[src/rtl/ufl_pkg.sv]
// Shared widths, timing, types and helpers for the under-frequency load shed unit.
package ufl_pkg;
    localparam int FREQ_W = 16;
    localparam int VOLT_W = 16;
    localparam int CUR_W = 16;
    localparam int PWR_W = 24;
    localparam int TAN_W = 16;
    localparam int TAN_FRAC = 8;
    localparam int DLY_W = 16;
    localparam int PRESC_W = 16;
    localparam int CLK_PERIOD_NS = 40;
    localparam int DELAY_UNIT_NS = 1000000;
    localparam int DELAY_UNIT_CYC = DELAY_UNIT_NS / CLK_PERIOD_NS;
    localparam logic FLAG_RESET = 1'b0;

    typedef enum logic [1:0]
    {
        UFL_POWER_ANGLE = 2'h0,
        UFL_PURE_POWER  = 2'h1,
        UFL_FREQ_ONLY   = 2'h3
    } ufl_method_type;

    typedef enum logic [1:0]
    {
        UFL_IDLE  = 2'h0,
        UFL_ALARM = 2'h1,
        UFL_TRIP  = 2'h3
    } ufl_state_type;

    function automatic logic [PWR_W-1:0] ufl_abs(input logic signed [PWR_W-1:0] v);
        ufl_abs = v[PWR_W-1] ? PWR_W'(-v) : PWR_W'(v);
    endfunction
endpackage

[src/rtl/ufl_delay_timer.sv]
// Millisecond shed trip delay timer with clear on loss of run.
`timescale 1ns/1ps
module ufl_delay_timer #(
    parameter int DW          = ufl_pkg::DLY_W,
    parameter int PSW         = ufl_pkg::PRESC_W,
    parameter int TICK_CYCLES = ufl_pkg::DELAY_UNIT_CYC
) (
    input  wire logic          clock_i,
    input  wire logic          rst_i,
    input  wire logic          ce_i,
    input  wire logic          run_i,
    input  wire logic [DW-1:0] delay_i,
    output logic               expired_o
);
    logic [PSW-1:0] presc_q;
    logic [DW-1:0]  count_q;
    logic           expired_q;

    wire tick    = presc_q == PSW'(TICK_CYCLES - 1);
    wire sat     = &count_q;
    wire expired = run_i && (count_q >= delay_i);

    assign expired_o = expired_q;

    always_ff @(posedge clock_i or posedge rst_i)
    begin
        if (rst_i)
        begin
            presc_q   <= '0;
            count_q   <= '0;
            expired_q <= ufl_pkg::FLAG_RESET;
        end
        else if (ce_i)
        begin
            presc_q   <= (!run_i || tick) ? '0 : presc_q + 1'b1;
            count_q   <= !run_i ? '0 : count_q + DW'(tick && !sat);
            expired_q <= expired;
        end
    end
endmodule

[src/rtl/ufl_dir_eval.sv]
// Active-power direction decision for the under-frequency load shed unit.
`timescale 1ns/1ps
module ufl_dir_eval #(
    parameter int PW = ufl_pkg::PWR_W,
    parameter int CW = ufl_pkg::CUR_W,
    parameter int TW = ufl_pkg::TAN_W
) (
    input  wire ufl_pkg::ufl_method_type method_i,
    input  wire logic signed [PW-1:0]    power_i,
    input  wire logic signed [PW-1:0]    reactive_i,
    input  wire logic [CW-1:0]           current_i,
    input  wire logic [CW-1:0]           current_min_i,
    input  wire logic signed [PW-1:0]    power_min_i,
    input  wire logic [TW-1:0]           angle_tan_i,
    input  wire logic                    ext_assigned_i,
    input  wire logic                    ext_dir_i,
    input  wire logic                    global_block_i,
    output logic                         block_o
);
    // Internal convention: positive power means the sub-grid exports.
    wire          exporting = !power_i[PW-1] && (power_i != '0);
    wire [PW-1:0] q_mag     = ufl_pkg::ufl_abs(reactive_i);
    wire [PW+TW-1:0] lhs    = (PW+TW)'({q_mag, {ufl_pkg::TAN_FRAC{1'b0}}});
    wire [PW+TW-1:0] rhs    = (PW+TW)'(power_i) * (PW+TW)'(angle_tan_i);
    wire          angle_blk = exporting && (lhs <= rhs);
    wire          power_blk = power_i > power_min_i;
    wire          ext_blk   = ext_assigned_i && ext_dir_i;
    wire          sup_en    = (current_i > current_min_i) && !global_block_i;

    always_comb
    begin
        case (method_i)
            ufl_pkg::UFL_POWER_ANGLE: block_o = sup_en && angle_blk;
            ufl_pkg::UFL_PURE_POWER:  block_o = sup_en && power_blk;
            ufl_pkg::UFL_FREQ_ONLY:   block_o = sup_en && ext_blk;
            default:                  block_o = 1'b0;
        endcase
    end
endmodule

[src/rtl/ufl_shed_top.sv]
// Under-frequency load shed unit: release, direction block, alarm and delayed trip.
`timescale 1ns/1ps
module ufl_shed_top #(
    parameter int FW          = ufl_pkg::FREQ_W,
    parameter int VW          = ufl_pkg::VOLT_W,
    parameter int CW          = ufl_pkg::CUR_W,
    parameter int PW          = ufl_pkg::PWR_W,
    parameter int TW          = ufl_pkg::TAN_W,
    parameter int DW          = ufl_pkg::DLY_W,
    parameter int TICK_CYCLES = ufl_pkg::DELAY_UNIT_CYC
) (
    input  wire logic                    clock_i,
    input  wire logic                    rst_i,
    input  wire logic                    ce_i,
    input  wire logic [FW-1:0]           freq_i,
    input  wire logic [VW-1:0]           volt_ll_i,
    input  wire logic [CW-1:0]           pos_seq_current_i,
    input  wire logic signed [PW-1:0]    pos_seq_active_power_i,
    input  wire logic signed [PW-1:0]    pos_seq_reactive_power_i,
    input  wire logic                    power_sign_negative_i,
    input  wire ufl_pkg::ufl_method_type direction_method_select_i,
    input  wire logic [TW-1:0]           power_angle_tan_i,
    input  wire logic signed [PW-1:0]    active_power_min_i,
    input  wire logic [CW-1:0]           min_pos_seq_current_i,
    input  wire logic [VW-1:0]           release_voltage_i,
    input  wire logic                    direction_block_i,
    input  wire logic                    external_direction_assigned_i,
    input  wire logic                    external_direction_input_i,
    input  wire logic [FW-1:0]           freq_threshold_i,
    input  wire logic [DW-1:0]           shed_trip_delay_i,
    input  wire logic                    adaptive_activate_i,
    input  wire logic [FW-1:0]           adaptive_freq_threshold_i,
    input  wire logic [DW-1:0]           adaptive_shed_trip_delay_i,
    output logic                         alarm_o,
    output logic                         trip_o,
    output logic                         direction_block_o,
    output logic                         released_o,
    output logic                         underfreq_o
);
    // ======================================================================
    // Input conditioning
    // ======================================================================
    // sign select.
    wire signed [PW-1:0] power_int = power_sign_negative_i
                                     ? PW'(-pos_seq_active_power_i)
                                     : pos_seq_active_power_i;

    wire [FW-1:0] freq_thr = adaptive_activate_i ? adaptive_freq_threshold_i
                                                 : freq_threshold_i;
    wire [DW-1:0] delay_sel = adaptive_activate_i ? adaptive_shed_trip_delay_i
                                                  : shed_trip_delay_i;

    wire under_now = freq_i < freq_thr;
    wire volt_now  = volt_ll_i >= release_voltage_i;
    wire dir_now;

    ufl_dir_eval #(
        .PW (PW),
        .CW (CW),
        .TW (TW)
    ) u_dir (
        .method_i       (direction_method_select_i),
        .power_i        (power_int),
        .reactive_i     (pos_seq_reactive_power_i),
        .current_i      (pos_seq_current_i),
        .current_min_i  (min_pos_seq_current_i),
        .power_min_i    (active_power_min_i),
        .angle_tan_i    (power_angle_tan_i),
        .ext_assigned_i (external_direction_assigned_i),
        .ext_dir_i      (external_direction_input_i),
        .global_block_i (direction_block_i),
        .block_o        (dir_now)
    );

    // ======================================================================
    // Condition stage
    // ======================================================================
    // The conditions are registered first so that the alarm sees one
    // coherent sample of all measurements rather than a mix of two ticks.
    logic under_q;
    logic volt_ok_q;
    logic dir_block_q;

    always_ff @(posedge clock_i or posedge rst_i)
    begin
        if (rst_i)
        begin
            under_q     <= ufl_pkg::FLAG_RESET;
            volt_ok_q   <= ufl_pkg::FLAG_RESET;
            dir_block_q <= ufl_pkg::FLAG_RESET;
        end
        else if (ce_i)
        begin
            under_q     <= under_now;
            volt_ok_q   <= volt_now;
            dir_block_q <= dir_now;
        end
    end

    // ======================================================================
    // Alarm and trip sequence
    // ======================================================================
    // alarm on under-frequency when released and not direction-blocked.
    wire alarm_d = under_q && volt_ok_q && !dir_block_q;
    wire expired;

    ufl_pkg::ufl_state_type state_q;
    ufl_pkg::ufl_state_type state_d;
    logic                   alarm_q;
    logic                   trip_q;

    ufl_delay_timer #(
        .DW          (DW),
        .PSW         (ufl_pkg::PRESC_W),
        .TICK_CYCLES (TICK_CYCLES)
    ) u_timer (
        .clock_i   (clock_i),
        .rst_i     (rst_i),
        .ce_i      (ce_i),
        .run_i     (alarm_q),
        .delay_i   (delay_sel),
        .expired_o (expired)
    );

    always_comb
    begin
        case (state_q)
            ufl_pkg::UFL_IDLE:
                state_d = alarm_d ? ufl_pkg::UFL_ALARM : ufl_pkg::UFL_IDLE;
            ufl_pkg::UFL_ALARM:
                if (!alarm_d)
                    state_d = ufl_pkg::UFL_IDLE;
                else if (expired)
                    state_d = ufl_pkg::UFL_TRIP;
                else
                    state_d = ufl_pkg::UFL_ALARM;
            ufl_pkg::UFL_TRIP:
                state_d = alarm_d ? ufl_pkg::UFL_TRIP : ufl_pkg::UFL_IDLE;
            default:
                state_d = ufl_pkg::UFL_IDLE;
        endcase
    end

    always_ff @(posedge clock_i or posedge rst_i)
    begin
        if (rst_i)
        begin
            state_q <= ufl_pkg::UFL_IDLE;
            alarm_q <= ufl_pkg::FLAG_RESET;
            trip_q  <= ufl_pkg::FLAG_RESET;
        end
        else if (ce_i)
        begin
            state_q <= state_d;
            alarm_q <= state_d != ufl_pkg::UFL_IDLE;
            trip_q  <= state_d == ufl_pkg::UFL_TRIP;
        end
    end

    assign alarm_o           = alarm_q;
    assign trip_o            = trip_q;
    assign direction_block_o = dir_block_q;
    assign released_o        = volt_ok_q;
    assign underfreq_o       = under_q;

    // ======================================================================
    // Assertions
    // ======================================================================
    // The alarm_cause_a and block_quiet_a checks skip cycles after a frozen clock
    // enable, since the flops then hold values from an older sample.
    // The threshold compare is a named wire so that its history can be sampled.
    wire power_over = power_int > active_power_min_i;

    alarm_cause_a: assert property (
        @(posedge clock_i) disable iff (rst_i)
        $past(ce_i) && alarm_q |-> $past(under_q) && $past(volt_ok_q))
        else $error("Alarm raised without under-frequency and release.");

    block_quiet_a: assert property (
        @(posedge clock_i) disable iff (rst_i)
        $past(ce_i) && $past(dir_block_q) |-> !alarm_q && !trip_q)
        else $error("Alarm or trip active during a direction block.");

    volt_gate_a: assert property (
        @(posedge clock_i) disable iff (rst_i)
        ce_i && (volt_ll_i < release_voltage_i) |=> !volt_ok_q)
        else $error("Shedding released below the release voltage.");

    trip_alarm_a: assert property (
        @(posedge clock_i) disable iff (rst_i)
        trip_q |-> alarm_q && $past(alarm_q))
        else $error("Trip without a standing alarm.");

    trip_clear_a: assert property (
        @(posedge clock_i) disable iff (rst_i)
        ce_i && alarm_q && !alarm_d |=> !alarm_q && !trip_q)
        else $error("Alarm or trip did not drop with its cause.");

    timer_start_a: assert property (
        @(posedge clock_i) disable iff (rst_i)
        $rose(alarm_q) |-> !trip_q ##1 !trip_q)
        else $error("Trip issued without running the delay.");

    global_blk_a: assert property (
        @(posedge clock_i) disable iff (rst_i)
        ce_i && direction_block_i |=> !dir_block_q)
        else $error("Direction evaluated while globally blocked.");

    low_current_a: assert property (
        @(posedge clock_i) disable iff (rst_i)
        ce_i && (pos_seq_current_i <= min_pos_seq_current_i) |=> !dir_block_q)
        else $error("Direction block at low positive-sequence current.");

    freq_only_a: assert property (
        @(posedge clock_i) disable iff (rst_i)
        ce_i && direction_method_select_i == ufl_pkg::UFL_FREQ_ONLY
        && !external_direction_assigned_i |=> !dir_block_q)
        else $error("Frequency-only method blocked by power direction.");

    ext_dir_a: assert property (
        @(posedge clock_i) disable iff (rst_i)
        ce_i && direction_method_select_i == ufl_pkg::UFL_FREQ_ONLY
        && !direction_block_i && (pos_seq_current_i > min_pos_seq_current_i)
        && external_direction_assigned_i |=> dir_block_q == $past(external_direction_input_i))
        else $error("External direction signal not followed.");

    pure_power_a: assert property (
        @(posedge clock_i) disable iff (rst_i)
        ce_i && direction_method_select_i == ufl_pkg::UFL_PURE_POWER
        && !direction_block_i && (pos_seq_current_i > min_pos_seq_current_i)
        |=> dir_block_q == $past(power_over))
        else $error("Active-power threshold block mismatch.");

    adaptive_a: assert property (
        @(posedge clock_i) disable iff (rst_i)
        ce_i && adaptive_activate_i && freq_i < adaptive_freq_threshold_i
        |=> under_q)
        else $error("Adaptive frequency threshold not applied.");

    freeze_a: assert property (
        @(posedge clock_i) disable iff (rst_i)
        !ce_i |=> $stable(alarm_q) && $stable(trip_q) && $stable(state_q))
        else $error("State moved while the clock enable was low.");

    cond_freeze_a: assert property (
        @(posedge clock_i) disable iff (rst_i)
        !ce_i |=> $stable(under_q) && $stable(volt_ok_q) && $stable(dir_block_q))
        else $error("Condition flops moved while the clock enable was low.");

    volt_alarm_a: assert property (
        @(posedge clock_i) disable iff (rst_i)
        ce_i && !volt_ok_q |=> !alarm_q && !trip_q)
        else $error("Alarm or trip active below the release voltage.");

    under_alarm_a: assert property (
        @(posedge clock_i) disable iff (rst_i)
        ce_i && !under_q |=> !alarm_q && !trip_q)
        else $error("Alarm or trip active without under-frequency.");

    alarm_follow_a: assert property (
        @(posedge clock_i) disable iff (rst_i)
        ce_i && alarm_d |=> alarm_q)
        else $error("Alarm not raised for a released under-frequency.");

    released_a: assert property (
        @(posedge clock_i) disable iff (rst_i)
        ce_i && (volt_ll_i >= release_voltage_i) |=> volt_ok_q)
        else $error("Release missing at or above the release voltage.");

    under_base_a: assert property (
        @(posedge clock_i) disable iff (rst_i)
        ce_i && !adaptive_activate_i && (freq_i < freq_threshold_i) |=> under_q)
        else $error("Normal frequency threshold not applied.");

    over_base_a: assert property (
        @(posedge clock_i) disable iff (rst_i)
        ce_i && !adaptive_activate_i && (freq_i >= freq_threshold_i) |=> !under_q)
        else $error("Under-frequency flagged at or above the threshold.");

    adaptive_over_a: assert property (
        @(posedge clock_i) disable iff (rst_i)
        ce_i && adaptive_activate_i && (freq_i >= adaptive_freq_threshold_i)
        |=> !under_q)
        else $error("Adaptive threshold ignored above its value.");

    consume_angle_a: assert property (
        @(posedge clock_i) disable iff (rst_i)
        ce_i && direction_method_select_i == ufl_pkg::UFL_POWER_ANGLE
        && (power_int <= 0) |=> !dir_block_q)
        else $error("Consuming sub-grid held by the angle method.");

    sign_consume_a: assert property (
        @(posedge clock_i) disable iff (rst_i)
        ce_i && direction_method_select_i == ufl_pkg::UFL_POWER_ANGLE
        && (power_sign_negative_i != pos_seq_active_power_i[PW-1]) |=> !dir_block_q)
        else $error("Sign select not applied before the angle decision.");

    method_none_a: assert property (
        @(posedge clock_i) disable iff (rst_i)
        ce_i && direction_method_select_i == 2'h2 |=> !dir_block_q)
        else $error("Unused method code produced a direction block.");

    trip_expiry_a: assert property (
        @(posedge clock_i) disable iff (rst_i)
        ce_i && alarm_q && alarm_d && expired |=> trip_q)
        else $error("Trip missing after the delay expired.");
endmodule

[config.mk]
export PLATFORM = sky130hd
export DESIGN_NAME = ufl_shed_top
export DESIGN_NICKNAME = d
export VERILOG_FILES = /design/src/rtl/ufl_pkg.sv /design/src/rtl/ufl_delay_timer.sv /design/src/rtl/ufl_dir_eval.sv /design/src/rtl/ufl_shed_top.sv
export SDC_FILE = /design/constraint.sdc
export NUM_CORES = 1
export LEC_CHECK = 0
export BUFFER_PORTS_ARGS = -buffer_cell sky130_fd_sc_hd__buf_2
export CAP_MARGIN = 30
export CORE_MARGIN = 2
export CORE_UTILIZATION = 60
export CTS_BUF_LIST = sky130_fd_sc_hd__clkbuf_8
export CTS_CLUSTER_SIZE = 20
export DETAILED_ROUTE_END_ITERATION = 10
export PLACE_DENSITY = 0.82
export SLEW_MARGIN = 40
export SYNTH_ARGS = -nofsm -noshare
export SYNTH_HDL_FRONTEND = slang
export SYNTH_SLANG_ARGS = --single-unit
[constraint.sdc]
create_clock -name clock_i -period 5 [get_ports clock_i]
set_input_delay 1 -clock clock_i [delete_from_list [all_inputs] [get_ports clock_i]]
set_output_delay 1 -clock clock_i [all_outputs]
set_load 0.05 [all_outputs]
==> impl_metrics.ini <==
[clock_network]
clock_path_buffers = 2
cts_tree = built
clock_latency_ns = 0.30
cts_sinks = 40
cts_buffers = 5
hold_buffers = 0
h-tree-depth = 2
path_clk_slew_ns = 0.08
root_buffer = clkbuf_8

[setup_path]
slowest_delay_ns = 0.63
slowest_stage = or4_1
reg2reg_to = u_timer.count_q[12]$_DFFE_PP0P_
end_kind = register
cpMostUsedCell = fa_1
worstPathArrival_ns = 9.64
r2r.worst_path.cells = 11
start_kind = input pin
worstPathRequired_ns = 5.17
regToRegStartpoint = u_timer.presc_q[0]$_DFFE_PP0P_
r2r_slack_ns = 2.05
critical_path.max_fanout = 5
critPathKind = input pin to register

[yosys]
async_flop_share_pct = 100
syn-num-nets = 3086
ys_types = 65
netlist_area_um2 = 19700
ys_warn_count = 0
yosysSeqAreaShare_pct = 5.08
yosys_register_bits = 40
synth_flop_cell = dfrtp_1
postSynthAreaPerCell_um2 = 8.70
synth-edff-count = 0
synthCells = 2264

[timing]
slew_viol_final = 0
hold_violations = 0
period_needed_ns = 9.47
finalCritPeriodShare_pct = 189
slew_headroom_pct = 43.8
setup_viol = 1
skew_ns = 0.00616
fin_ws_ns = -4.47
timing.fmax_mhz = 106
worstMarginPinSlew_ns = 0.822
rsz0062_at_grt = yes

[die]
core-area_um2 = 32500
initial_core_util_pct = 60.7
rows = 66
fp.dieArea_um2 = 34300
die_h_um = 185
io_pins = 247
die_w_um = 185

[flow_run]
cap_violations = 0

[outcome]
status = complete, but fails checks
violations = negative setup slack

[drt]
firstDrtPassIters = 7
drt_iter0_drc = 1010
routed_wirelength_mm = 57.1
vias = 18032
drc = 0
via_per_inst = 5.64
antenna_left = 0
avgRoutedWirePerCell_um = 17.8

[grt]
grtUsageMet1_pct = 41.2
grt_pass1_wl_mm = 94.3
grt_pass1_vias = 19746
overflow = 0
met2_usage_pct = 62.1
antenna_found_initial = 0
busiest_layer = met2
grt_util_met3_pct = 4.13
grt_max_degree = 41
grt.total_usage_pct = 34.8

[place]
dp.cells = 3177
place_hpwl_mm = 47.8
portBuffers = 246
gp_congestion = 0.925

[finish]
final_common_cell = inv_1
antenna_cells = 0
nets = 3579
drive_gt1_share_pct = 23.4
stdcell_count = 3200
area_delta_synth_final_pct = 22.9
most-common-layout-cells = inv_1 (474), fa_1 (362), buf_4 (313), buf_2 (244), and2_1 (222)
final_util_pct = 74.6
fillers = 2155

[worst_hold_path]
hold_path_class = register to register
min_to = trip_o$_DFFE_PP0P_
hold_path.startpoint = trip_o$_DFFE_PP0P_
min_delay_path_depth = 1
## routing by layer
layer	share of wire (%)	wire length (um)
met1	37	21000
met2	51	29200
met3	6.3	3610
met4	5.9	3350
met5	0	0
## critical path, delay by kind of cell
kind	cells	cell delay (ns)
XOR/XNOR	2	0.45
adder cells (fa/ha/maj)	8	3.71
buffers and inverters	5	0.42
AO/OA/AOI/OAI	10	1.76
AND/OR/NAND/NOR	9	2.28
## logic make-up after synthesis
kind of cell | after synthesis | share of synthesized area, %
adders and majority gates | 584 | 51.0
AOI/OAI and AO/OA | 262 | 8.77
xor gates and xnor gates | 107 | 4.76
muxes | 35 | 1.79
and+or+nand+nor | 679 | 18.0
DFF | 40 | 5.08
buffers and inverters | 557 | 10.6
## synthesized netlist by cell type (40+ instances only)
cell      instances  area (um^2)
nand2_1         215          807
xnor2_1          76          666
a21o_1           45          338
dfrtp_1          40         1000
and2_1          226         1410
ha_1            214         2680
clkbuf_1         77          289
a21oi_1          74          370
nor2_1           66          248
fa_1            366         7330
o21ai_0          49          245
inv_1           477         1790
## repair_timing
item | in CTS | in global routing
gates cloned | 0 | 0
gates resized for setup | 50 | 12
setup buffers | 14 | 1
endpoints found under the setup margin | 1 | 1
pin swaps | 54 | 11
## registers in the layout (all words and copies together) (netlist names)
signal,cells
released_o,1
underfreq_o,1
u_timer.count_q,16
state_q,2
trip_o,1
u_timer.presc_q,16
u_timer.expired_o,1
alarm_o,1
direction_block_o,1
## stage by stage
stage	worst slack, ns	TNS, ns	hold slack [ns]	instance area (um^2)
floorplan	-4.34	-4.34	0.482	19900
global placement	-4.72	-4.72	0.481	23600
detailed placement	-4.93	-4.93	0.479	23600
CTS	-4.34	-4.34	0.497	24100
global route	-4.83	-4.83	0.510	24200
finish	-4.47	-4.47	0.500	24200
## how the worst max path moves through the flow
| stage | start | endpoint | depth (start not counted) |
|---|---|---|---|
| global route | pos_seq_active_power_i[7] | direction_block_o$_DFFE_PP0P_ | 35 |
| finish | pos_seq_active_power_i[7] | direction_block_o$_DFFE_PP0P_ | 34 |
| detailed placement | pos_seq_active_power_i[1] | direction_block_o$_DFFE_PP0P_ | 34 |
| CTS | pos_seq_active_power_i[0] | direction_block_o$_DFFE_PP0P_ | 34 |
| floorplan | pos_seq_active_power_i[0] | direction_block_o$_DFFE_PP0P_ | 37 |
| global placement | pos_seq_active_power_i[1] | direction_block_o$_DFFE_PP0P_ | 34 |
## area by class of cell
type	instances	area [um^2]	area share (%)
inverters	477	1800	7.43
well taps	442	553	2.29
clock buffers	7	96.3	0.398
repair buffers	566	3700	15.3
multi-input cells	1667	17000	70.3
clock inverters	1	30.0	0.124
flip-flops and latches	40	1000	4.14
Power is left out: the tool's default activity adds up to more than one toggle a clock period on the data nets, which glitch-free logic cannot reach.
